[src/common/bcd_dec_consts.vh]
// Constants for the decimal adjust and decrement datapath.
// Included by the datapath modules; definitions only.
`ifndef BCD_DEC_CONSTS_VH
`define BCD_DEC_CONSTS_VH

// ----------------------------------------------------------------
// Nibble correction
// ----------------------------------------------------------------
`define NIB_LIMIT 4'h9
`define NIB_CORR 4'h6

// ----------------------------------------------------------------
// Operand addressing
// ----------------------------------------------------------------
`define IDX_MAX 8'h5f
`define ACC_BANK 4'hf
`define DEST_ACC 1'b0
`define DEST_REG 1'b1

// ----------------------------------------------------------------
// Reset values
// ----------------------------------------------------------------
`define ACC_RST 8'h00
`define BYTE_RST 8'h00
`define ADDR_RST 12'h000
`define FLAGS_RST 5'h00

// ----------------------------------------------------------------
// Status bit positions in flag vector {n, ov, z, dc, c}
// ----------------------------------------------------------------
`define FL_C 0
`define FL_DC 1
`define FL_Z 2
`define FL_OV 3
`define FL_N 4
`define FLAGS_ALL 5'h1f

`endif

[src/rtl/nibble_adjust.v]
// One nibble of the decimal adjust: adds six when above nine or forced.
// Assumes a pure combinational context; no clock.
`timescale 1ns/100ps
`include "bcd_dec_consts.vh"

module nibble_adjust
(
  input wire [3:0] nib_in,
  input wire force_corr,
  output wire [3:0] nib_out,
  output wire corr_done,
  output wire carry_out
);

  wire [4:0] sum;

  assign corr_done = (nib_in > `NIB_LIMIT) | force_corr;
  assign sum = {1'b0, nib_in} + {1'b0, (corr_done ? `NIB_CORR : 4'h0)};
  assign nib_out = sum[3:0];
  assign carry_out = sum[4];

endmodule // nibble_adjust

[src/rtl/bcd_adjust_and_decrement_unit.v]
// Execution datapath for decimal adjust of the accumulator and register decrement.
// Assumes the core presents one operation per clock with its operands already read.
`timescale 1ns/100ps
`include "bcd_dec_consts.vh"

module bcd_adjust_and_decrement_unit
(
  input wire core_clk,
  input wire arst_n,
  input wire daw_go,
  input wire dec_go,
  input wire [7:0] acc_in,
  input wire [7:0] reg_in,
  input wire [7:0] register_operand,
  input wire result_target_bit,
  input wire in_fixed_pool,
  input wire ext_set_en,
  input wire [3:0] bank_pointer,
  input wire [7:0] index_base,
  input wire half_overflow_bit,
  input wire nibble_overflow_bit,
  output reg [7:0] acc_out,
  output reg acc_we,
  output reg [7:0] reg_wdata,
  output reg [11:0] reg_addr,
  output reg reg_we,
  output reg indexed_mode,
  output reg [4:0] flags_out,
  output reg [4:0] flags_we,
  output reg busy
);

  // ----------------------------------------------------------------
  // State encoding
  // ----------------------------------------------------------------
  localparam [1:0] ST_IDLE = 2'b01;
  localparam [1:0] ST_EXEC = 2'b10;

  reg [1:0] state_r;
  reg [1:0] state_nxt;

  // ----------------------------------------------------------------
  // Decimal adjust
  // ----------------------------------------------------------------
  wire [3:0] lo_adj;
  wire [3:0] hi_adj;
  wire lo_corr;
  wire hi_corr;
  wire lo_cy;
  wire hi_cy;
  wire [4:0] hi_sum;
  wire hi_force;

  nibble_adjust u_lo
  (
    .nib_in(acc_in[3:0]),
    .force_corr(half_overflow_bit),
    .nib_out(lo_adj),
    .corr_done(lo_corr),
    .carry_out(lo_cy)
  );

  // The low correction may ripple a carry into the high nibble. An F nibble
  // that overflows there wraps to 0 and must still be corrected, else the
  // decimal carry out of the byte is lost.
  assign hi_sum = {1'b0, acc_in[7:4]} + {4'h0, lo_cy};
  assign hi_force = nibble_overflow_bit | hi_sum[4];

  nibble_adjust u_hi
  (
    .nib_in(hi_sum[3:0]),
    .force_corr(hi_force),
    .nib_out(hi_adj),
    .corr_done(hi_corr),
    .carry_out(hi_cy)
  );

  wire [7:0] daw_res;
  wire daw_carry;
  assign daw_res = {hi_adj, lo_adj};
  assign daw_carry = hi_corr | hi_cy | nibble_overflow_bit;

  // ----------------------------------------------------------------
  // Decrement and addressing
  // ----------------------------------------------------------------
  wire [7:0] dec_res;
  wire dec_c;
  wire dec_dc;
  wire dec_ov;
  wire use_index;
  wire [11:0] ea;
  wire [8:0] idx_full;
  wire [7:0] idx_sum;
  wire dec_n;
  wire dec_z;
  reg [4:0] dec_flags;
  reg [4:0] daw_flags;

  assign dec_res = reg_in - 8'h01;
  // Borrow flags follow the subtract convention: set means no borrow
  assign dec_c = (reg_in != 8'h00);
  assign dec_dc = (reg_in[3:0] != 4'h0);
  assign dec_ov = (reg_in == 8'h80);
  assign dec_n = dec_res[7];
  assign dec_z = (dec_res == 8'h00);

  // Flag vectors are packed by bit position so the layout lives in one place
  always @*
  begin
    dec_flags = `FLAGS_RST;
    dec_flags[`FL_C] = dec_c;
    dec_flags[`FL_DC] = dec_dc;
    dec_flags[`FL_Z] = dec_z;
    dec_flags[`FL_OV] = dec_ov;
    dec_flags[`FL_N] = dec_n;
    daw_flags = `FLAGS_RST;
    daw_flags[`FL_C] = daw_carry;
  end

  // Full 8-bit operand range is decoded, no bits dropped
  assign use_index = (in_fixed_pool == 1'b0) & ext_set_en
    & (register_operand <= `IDX_MAX);
  // Indexed offsets stay inside the low 256 bytes; the carry is dropped on purpose
  assign idx_full = {1'b0, index_base} + {1'b0, register_operand};
  assign idx_sum = idx_full[7:0];
  assign ea = use_index ? {4'h0, idx_sum} :
    (in_fixed_pool ? {bank_pointer, register_operand} :
    {(register_operand[7] ? `ACC_BANK : 4'h0), register_operand});

  // ----------------------------------------------------------------
  // Sequencing
  // ----------------------------------------------------------------
  always @*
  begin
    case (state_r)
      ST_IDLE: state_nxt = (daw_go | dec_go) ? ST_EXEC : ST_IDLE;
      ST_EXEC: state_nxt = (daw_go | dec_go) ? ST_EXEC : ST_IDLE;
      default: state_nxt = ST_IDLE;
    endcase
  end

  // ----------------------------------------------------------------
  // Next result values
  // ----------------------------------------------------------------
  reg [7:0] acc_out_nxt;
  reg acc_we_nxt;
  reg [7:0] reg_wdata_nxt;
  reg [11:0] reg_addr_nxt;
  reg reg_we_nxt;
  reg indexed_mode_nxt;
  reg [4:0] flags_out_nxt;
  reg [4:0] flags_we_nxt;

  // Data outputs hold until the next operation; strobes and indexed_mode last one cycle
  always @*
  begin
    acc_out_nxt = acc_out;
    acc_we_nxt = 1'b0;
    reg_wdata_nxt = reg_wdata;
    reg_addr_nxt = reg_addr;
    reg_we_nxt = 1'b0;
    indexed_mode_nxt = 1'b0;
    flags_out_nxt = flags_out;
    flags_we_nxt = `FLAGS_RST;
    // Decimal adjust wins if both strobes arrive; the core decodes one op
    if (daw_go)
    begin
      acc_out_nxt = daw_res;
      acc_we_nxt = 1'b1;
      flags_out_nxt = daw_flags;
      flags_we_nxt[`FL_C] = 1'b1;
    end
    else if (dec_go)
    begin
      reg_addr_nxt = ea;
      indexed_mode_nxt = use_index;
      flags_out_nxt = dec_flags;
      flags_we_nxt = `FLAGS_ALL;
      if (result_target_bit == `DEST_ACC)
      begin
        acc_out_nxt = dec_res;
        acc_we_nxt = 1'b1;
      end
      else
      begin
        reg_wdata_nxt = dec_res;
        reg_we_nxt = 1'b1;
      end
    end
  end

  // ----------------------------------------------------------------
  // Result registers
  // ----------------------------------------------------------------
  always @(posedge core_clk or negedge arst_n)
  begin
    if (!arst_n)
    begin
      state_r <= ST_IDLE;
      acc_out <= `ACC_RST;
      acc_we <= 1'b0;
      reg_wdata <= `BYTE_RST;
      reg_addr <= `ADDR_RST;
      reg_we <= 1'b0;
      indexed_mode <= 1'b0;
      flags_out <= `FLAGS_RST;
      flags_we <= `FLAGS_RST;
      busy <= 1'b0;
    end
    else
    begin
      state_r <= state_nxt;
      busy <= state_nxt[1];
      acc_out <= acc_out_nxt;
      acc_we <= acc_we_nxt;
      reg_wdata <= reg_wdata_nxt;
      reg_addr <= reg_addr_nxt;
      reg_we <= reg_we_nxt;
      indexed_mode <= indexed_mode_nxt;
      flags_out <= flags_out_nxt;
      flags_we <= flags_we_nxt;
    end
  end

endmodule // bcd_adjust_and_decrement_unit

[config.mk]
export PLATFORM = sky130hd
export DESIGN_NAME = bcd_adjust_and_decrement_unit
export DESIGN_NICKNAME = d
export VERILOG_FILES = /design/src/rtl/nibble_adjust.v /design/src/rtl/bcd_adjust_and_decrement_unit.v
export VERILOG_INCLUDE_DIRS = /design/src /design/src/common
export SDC_FILE = /design/constraint.sdc
export NUM_CORES = 1
export LEC_CHECK = 0
export ABC_AREA = 1
export BUFFER_PORTS_ARGS = -buffer_cell sky130_fd_sc_hd__buf_2
export CORE_MARGIN = 2
export CORE_UTILIZATION = 50
export CTS_CLUSTER_DIAMETER = 100
export DETAILED_ROUTE_END_ITERATION = 8
export GPL_TIMING_DRIVEN = 1
export PLACE_DENSITY = 0.91
export SLEW_MARGIN = 20
export SYNTH_ARGS = -nofsm -noshare
export SYNTH_HDL_FRONTEND = slang
export SYNTH_SLANG_ARGS = --single-unit
[constraint.sdc]
create_clock -name core_clk -period 0.8 [get_ports core_clk]
set_input_delay 0.2 -clock core_clk [delete_from_list [all_inputs] [get_ports core_clk]]
set_output_delay 0.2 -clock core_clk [all_outputs]
set_load 0.05 [all_outputs]
==> run summary, run 1 <==
dpl hpwl - 5.32 mm
Synth warnings - 0
total CTS buffers - 5
GPL Wtd Cong - 0.877
worst_ep grt - acc_out[6]$_DFFE_PN0P_/D
EDFF count, synth - 0
num rows - 25
Failed at - 5_1_grt
root buffer cell - clkbuf_8
top cells by count, synth - nand2_1, dfrtp_1, inv_1, nor2_1, nand3_1
top post-synthesis cells by area - dfrtp_1, nand2_1, ha_1
synthesized area - 2450 sq um
Initial Util - 51.9%
DIE WIDTH - 74.0 microns
Netlist cell types - 33
Worst EP Category - register data pin
Post-synth ARST share - 100%
Cells after Synth - 305
Placed Instance Area - 3560 sq um
Synth Flop Type - dfrtp_1
Vert. Die Dim - 74.0 microns
syn avg cell area - 8.04 sq um
status - did not finish
Longest Clk Path Bufs - 2
largest net degree at the start of global routing - 23
share of the synthesized area in the top cell type - 39.8%
dominant cell type by area after synthesis - dfrtp_1
register area share after synthesis - 40.9%
top-count cell post-synth - nand2_1
syn nets - 369
flip-flop and latch count after synthesis - 40
# IOs - 87
H-tree levels - 2
input/output buffers - 86
clock sinks - 40
Run Error - [ERROR DPL-0038] Utilization greater than 100%, impossible to legalize
DP Cell Count - 496
-- stage by stage --
step           setup TNS (ps)  setup WS [ps]  util, %
2_1_floorplan          -13880          -1810        -
3_3_place_gp           -20070          -1920     75.4
3_5_place_dp           -22160          -2120     75.4
4_1_cts                -20870          -1630     88.3
-- timing repair --
action / CTS
gates resized for setup: 118
buffers inserted: 14
hold buffers: 1
setup endpoints to repair: 71
endpoints found under the hold margin: 40
pin swaps: 41
-- kinds of logic after synthesis --
| logic type | count (synthesis) | share of synthesized area (%) |
|---|---|---|
| buffers and inverters | 47 | 8.93 |
| DFF | 40 | 40.9 |
| AOI/OAI and AO/OA | 49 | 11.7 |
| adders and majority gates | 19 | 10.6 |
| xor gates and xnor gates | 6 | 2.14 |
| muxes | 2 | 0.918 |
| and+or+nand+nor | 142 | 24.8 |
==> inputs of run 2 (changes only) <==
CORE_UTILIZATION = 40   (was 50)
CTS_CLUSTER_DIAMETER = unset   (was 100)
PLACE_DENSITY = unset   (was 0.91)
PLACE_DENSITY_LB_ADDON = 0.15   (was unset)
==> run summary, run 2 <==
vias after detailed routing - 2587
critical path startpoint - acc_in[1]
n_diodes - 0
final hold violation count - 0
WL/cell - 14.3 microns
register area share after synthesis - 40.9% (unchanged)
logic gate share of total power - 48.2%
failing checks - negative setup slack
post-route antenna net violation count - 0
Die ar. - 6770 sq um
Final setup viols - 67
H-tree levels - 2 (unchanged)
fillers - 424
synth-to-layout area growth - 79.7%
number of DRC markers in iteration 0 - 120
M1 WL - 2.92 mm
largest net degree at the start of global routing - 23
Placed Instance Area - 3550 sq um (-0.42%)
total core area - 5920 sq um
GPL Wtd Cong - 0.875 (-0.23%)
Cells after Synth - 305 (unchanged)
R2R Path End - flags_out[0]
CP max FO - 3
Total Power - 7.57 mW
DP Cell Count - 499 (+0.60%)
Arrival @ worst endpoint - 2720 ps
total wire length - 7.48 mm
DR WL met3 - 305 microns
input/output buffers - 86 (unchanged)
top cells by count, synth - nand2_1, dfrtp_1, inv_1, nor2_1, nand3_1
num rows - 28 (+12%)
# IOs - 87 (unchanged)
CP endpoint - acc_out[7]
EDFF count, synth - 0 (unchanged)
Post-synth ARST share - 100% (unchanged)
top-count cell post-synth - nand2_1
Vert. Die Dim - 82.3 microns (+11%)
top post-synthesis cells by area - dfrtp_1, nand2_1, ha_1
Sequential Power Share - 34.7%
initial antenna violation count - 0
Final Skew - 0.0309 ps
Layout Cells excl Fill - 522
worst setup margin - -1690 ps
commonest non-fill, non-tap cell in the layout - nand2_1
Clock transition at path regs - 80 ps
Clock power frac - 17.1%
Final Cycle Share - 311%
static leakage - 2.08 nW
Netlist cell types - 33 (unchanged)
hold_ws - 162 ps
Longest Clk Path Bufs - 2 (unchanged)
pre-CTS setup slack - -2090 ps (+29.7 ps)
Pwr Density - 1720 nW/um^2
layout cells sized above 1 - 61.5%
post-route cell area - 4410 sq um
Hold WC Path Type - in -> reg
max_cap viols - 0
met2 wire length - 4.13 mm
CP endpoint kind - register
nets - 510
CTS tree - done
final core occ - 74.4%
clock sinks - 40 (unchanged)
Synth warnings - 0 (unchanged)
synthesized area - 2450 sq um (unchanged)
max reg flops - 12
drt pass-1 iters - 4
TNS Setup - -20750 ps
Initial Util - 41.4% (-11 points)
Psw - 3.02 mW
max-slew violations - 0
commonest cells after routing, fill and taps aside - nand2_1, buf_6, buf_4
Peak supply drop - 1.46 mV
CP Class - in -> reg
Max Fclk - 0.401 GHz
Total GRT Usage - 21.1%
dominant cell type by area after synthesis - dfrtp_1
root buffer cell - clkbuf_8
total CTS buffers - 5 (unchanged)
max layer used - met4
internal power - 4.56 mW
vias in the first global route - 2420
share of the synthesized area in the top cell type - 39.8% (unchanged)
slew margin rel. - 80.9%
Startpoint Class - input port
status - finished, violations left
Synth Flop Type - dfrtp_1
first-pass GRT wire length - 10.9 mm
syn avg cell area - 8.04 sq um (unchanged)
critical path required time - 1030 ps
Top Registers - reg_addr: 12 flops, acc_out: 8 flops, reg_wdata: 8 flops
RSZ-0062 raised after global routing - yes
r2r setup slk - -120 ps
beginning of the worst register-to-register path - flags_out[0]
DIE WIDTH - 82.3 microns (+11%)
grt total ovfl - 0
dpl hpwl - 5.19 mm (-2.5%)
cell depth of the worst flop-to-flop path - 4
Final min period - 2490 ps
Residual DRC - 0
Worst Tran Pin Value - 286 ps
Top reg by flops - reg_addr
number of vias per cell - 4.96
flip-flop and latch count after synthesis - 40 (unchanged)
Clk Latency, worst-skew pair - 290 ps
switch share - 39.8%
syn nets - 369 (unchanged)
[run 2: worst max-delay path: stages]
cell and delay (ps):
buf_6 90, o21ai_2 110, inv_1 60, nor2_2 130, inv_2 80, ha_4 270, a21oi_2 40, nor2_1 100
ha_2 240, ha_4 160, xor2_2 170, o21ai_2 70, nand2_2 100, ha_4 140, inv_2 30, fa_2 360
nand3_2 70, nand2_1 50, o21ai_1 120, nand2_1 60, nand2_1 60
[run 2: cell type report]
type,count,area [sq um],area share [%]
clock inverters,1,5.00,0.114
flip-flops and latches,40,1040,23.7
well taps,75,93.8,2.13
repair buffers,142,1330,30.1
multi-input cells,218,1690,38.3
inverters,39,173,3.92
clock buffers,7,76.3,1.73
[run 2: timing repair]
| action | CTS | global route |
|---|---|---|
| pin swaps | 35 | 36 |
| resized for setup | 126 | 61 |
| endpoints found under the hold margin | 39 | 0 |
| setup buffers | 15 | 7 |
| hold buffers | 1 | 0 |
| endpoints found under the setup margin | 67 | 72 |
| cloned | 0 | 1 |
[run 2: worst min path at each step]
stage | from | endpoint | slack (ps) | cells past startpoint
floorplan | arst_n | acc_out[0] | -100 | 0
global placement | arst_n | flags_out[2] | 160 | 2
detailed placement | arst_n | flags_out[2] | 160 | 2
CTS | acc_in[0] | acc_out[0] | 150 | 3
global route | acc_in[0] | acc_out[0] | 180 | 3
finish | acc_in[0] | acc_out[0] | 160 | 3
[run 2: per-layer routing]
metal  up-vias  GRT usage [%]
li1       1263              -
met1      1231           25.3
met2        82           38.3
met3        11           2.93
met4         0           7.17
met5         -              0
[run 2: cell families after synthesis]
family                   Yosys count  share of synthesized area, %
AND/OR/NAND/NOR                  142                          24.8
AO/OA/AOI/OAI                     49                          11.7
buffers and inverters             47                          8.93
flip-flops                        40                          40.9
adder cells (fa/ha/maj)           19                          10.6
XOR/XNOR                           6                          2.14
multiplexers                       2                         0.918
[run 2: power groups by stage]
stage | Clock, mW | Combinational, mW | Sequential (mW)
2_1_floorplan | 0 | 0.922 | 3.54
3_3_place_gp | 0 | 2.69 | 2.56
3_5_place_dp | 0 | 2.75 | 2.57
4_1_cts | 1.32 | 3.35 | 2.60
5_1_grt | 1.42 | 3.88 | 2.66
6_report | 1.29 | 3.65 | 2.63
No activity file was read; power rests on OpenSTA's default activity.
==> inputs of run 3 (changes only) <==
==> constraint.sdc (replaced) <==
create_clock -name core_clk -period 0.8 [get_ports core_clk]
set_input_delay 0.2 -clock core_clk [delete_from_list [all_inputs] [get_ports core_clk]]
set_output_delay 0.2 -clock core_clk [all_outputs]
set_load 0.1 [all_outputs]
==> run summary, run 3 (same netlist as run 2, synthesis figures left out) <==
CP Buf/Inv Count - 4 (unchanged)
DIE WIDTH - 82.3 microns (unchanged)
RSZ-0062 raised after global routing - yes
vias after detailed routing - 2825 (+9.2%)
number of DRC markers in iteration 0 - 194 (+62%)
vias in the first global route - 2646 (+9.3%)
synth-to-layout area growth - 110%
post-route antenna net violation count - 0 (unchanged)
H-tree levels - 2 (unchanged)
TNS Setup - -27090 ps (-6330 ps)
clock sinks - 40 (unchanged)
Longest Clk Path Bufs - 2 (unchanged)
Top Registers - reg_addr: 12 flops, acc_out: 8 flops, reg_wdata: 8 flops
root buffer cell - clkbuf_8
first-pass GRT wire length - 12.0 mm (+10%)
Clock transition at path regs - 80 ps (about the same)
CP endpoint kind - register
dpl hpwl - 5.35 mm (+3.0%)
Arrival @ worst endpoint - 2870 ps (+150 ps)
Final Skew - 0.0969 ps (+0.0660 ps)
CTS tree - done
Top reg by flops - reg_addr
GPL Wtd Cong - 0.897 (+2.5%)
Final min period - 2640 ps (+146 ps)
commonest non-fill, non-tap cell in the layout - nand2_1
n_diodes - 0 (unchanged)
total CTS buffers - 5 (unchanged)
drt pass-1 iters - 4 (unchanged)
Clk Latency, worst-skew pair - 300 ps (about the same)
num rows - 28 (unchanged)
layout cells sized above 1 - 67.8% (+6.3 points)
status - finished, violations left
DP Cell Count - 501 (+0.40%)
Residual DRC - 0 (unchanged)
Peak supply drop - 1.56 mV (+7.1%)
slowest CP cell - fa_2
Worst Tran Pin Value - 317 ps (+31.2 ps)
largest net degree at the start of global routing - 41 (+78%)
hold_ws - 180 ps (+18.1 ps)
grt total ovfl - 0 (unchanged)
cell family with most CP delay - adder cells
total wire length - 9.30 mm (+24%)
crit-path max cell delay - 360 ps (about the same)
Max Fclk - 0.379 GHz (-5.6%)
Total GRT Usage - 23.3% (+2.2 points)
Die ar. - 6770 sq um (unchanged)
Total Power - 10.2 mW (+34%)
total core area - 5920 sq um (unchanged)
input/output buffers - 86 (unchanged)
final hold violation count - 0 (unchanged)
CP Class - in -> reg
commonest cells after routing, fill and taps aside - nand2_1, buf_4, buf_12
number of vias per cell - 5.25 (+6.0%)
Initial Util - 41.4% (unchanged)
fillers - 263 (-38%)
Layout Cells excl Fill - 538 (+3.1%)
Hold WC Path Type - in -> reg
max-slew violations - 0 (unchanged)
max reg flops - 12 (unchanged)
critical path required time - 1030 ps (about the same)
WL/cell - 17.3 microns (+21%)
worst setup margin - -1840 ps (-146 ps)
Final Cycle Share - 330% (+18 points)
CP Cell Sequence - buf_6 -> o21ai_2 -> inv_1 -> nor2_2 -> inv_2 -> ha_4 -> a21oi_2 -> nor2_1 -> ha_2 -> ha_4 -> xor2_4 -> o21ai_2 -> nand2_2 -> ha_4 -> inv_2 -> fa_2 -> nand3_2 -> nand2_1 -> o21ai_1 -> nand2_1 -> nand2_1
# IOs - 87 (unchanged)
Final setup viols - 71 (+6.0%)
max_cap viols - 0 (unchanged)
CP max FO - 3 (unchanged)
Vert. Die Dim - 82.3 microns (unchanged)
initial antenna violation count - 0 (unchanged)
slew margin rel. - 78.8% (-2.1 points)
failing checks - negative setup slack
nets - 526 (+3.1%)
static leakage - 2.33 nW (+12%)
Startpoint Class - input port
Pwr Density - 1970 nW/um^2 (+15%)
## run 3: cell types whose count changed in the layout (fill, tap and decap cells not counted), moves of 11 or more
cell | before | now
dfrtp_4 | 0 | 38
buf_6 | 61 | 22
buf_4 | 42 | 53
buf_12 | 5 | 46
dfrtp_2 | 32 | 0
## run 3: worst reg2reg max path: cells and delay by family, from the launching register on
kind | cells | cell delay, ps
flip-flops | 1 | 510
AO/OA/AOI/OAI | 2 | 230
AND/OR/NAND/NOR | 2 | 150
## run 3: final cells by class
cell class / instances / area [sq um] / share of cell area [%]
multi-input cells: 218 / 1820 / 35.3
repair buffers: 158 / 1820 / 35.2
flip-flops and latches: 40 / 1140 / 22.2
inverters: 39 / 171 / 3.32
well taps: 75 / 93.8 / 1.82
clock buffers: 5 / 68.8 / 1.33
clock inverters: 3 / 42.5 / 0.825
## run 3: metal layers
metal | GRT usage, % | routed length, microns | vias up
li1 | - | - | 1300
met1 | 28.0 | 3420 | 1368
met2 | 41.5 | 5100 | 126
met3 | 3.70 | 466 | 31
met4 | 9.33 | 313 | 0
met5 | 0 | 0 | -
## run 3: power breakdown
group	total (mW)	internal, mW	switching [mW]
Sequential	2.87	2.51	0.364
Combinational	5.60	2.25	3.35
Clock	1.69	0.924	0.762
## run 3: timing repair
item,in CTS,in global routing
setup endpoints to repair,70,78
gates cloned,1,0
setup buffers,13,18
pin swaps,38,51
hold buffers,1,0
gates resized for setup,65,69
hold endpoints to repair,39,0
## run 3: worst paths after layout
kind / startpoint / slack (ps) / depth (start not counted) / end
worst max-delay path: acc_in[2] / -1840 / 21 / acc_out[7]
worst min-delay path: acc_in[0] / 180 / 3 / acc_out[0]
worst max register to register: flags_out[0] / -200 / 4 / flags_out[0]
worst min register to register: reg_addr[10] / 570 / 1 / reg_addr[10]
max in group asynchronous: arst_n / 150 / 3 / state_r[0]
min in group asynchronous: arst_n / 390 / 3 / reg_wdata[7]
## run 3: per-stage QoR
stage	cell area, sq um	setup WS [ps]	util (%)
after floorplan	2870	-1810	-
final	5160	-1840	87.1
after CTS	4800	-1700	81.1
after detailed placement	4270	-2120	72.2
after global routing	5160	-1970	87.1
after global placement	4270	-1940	72.2
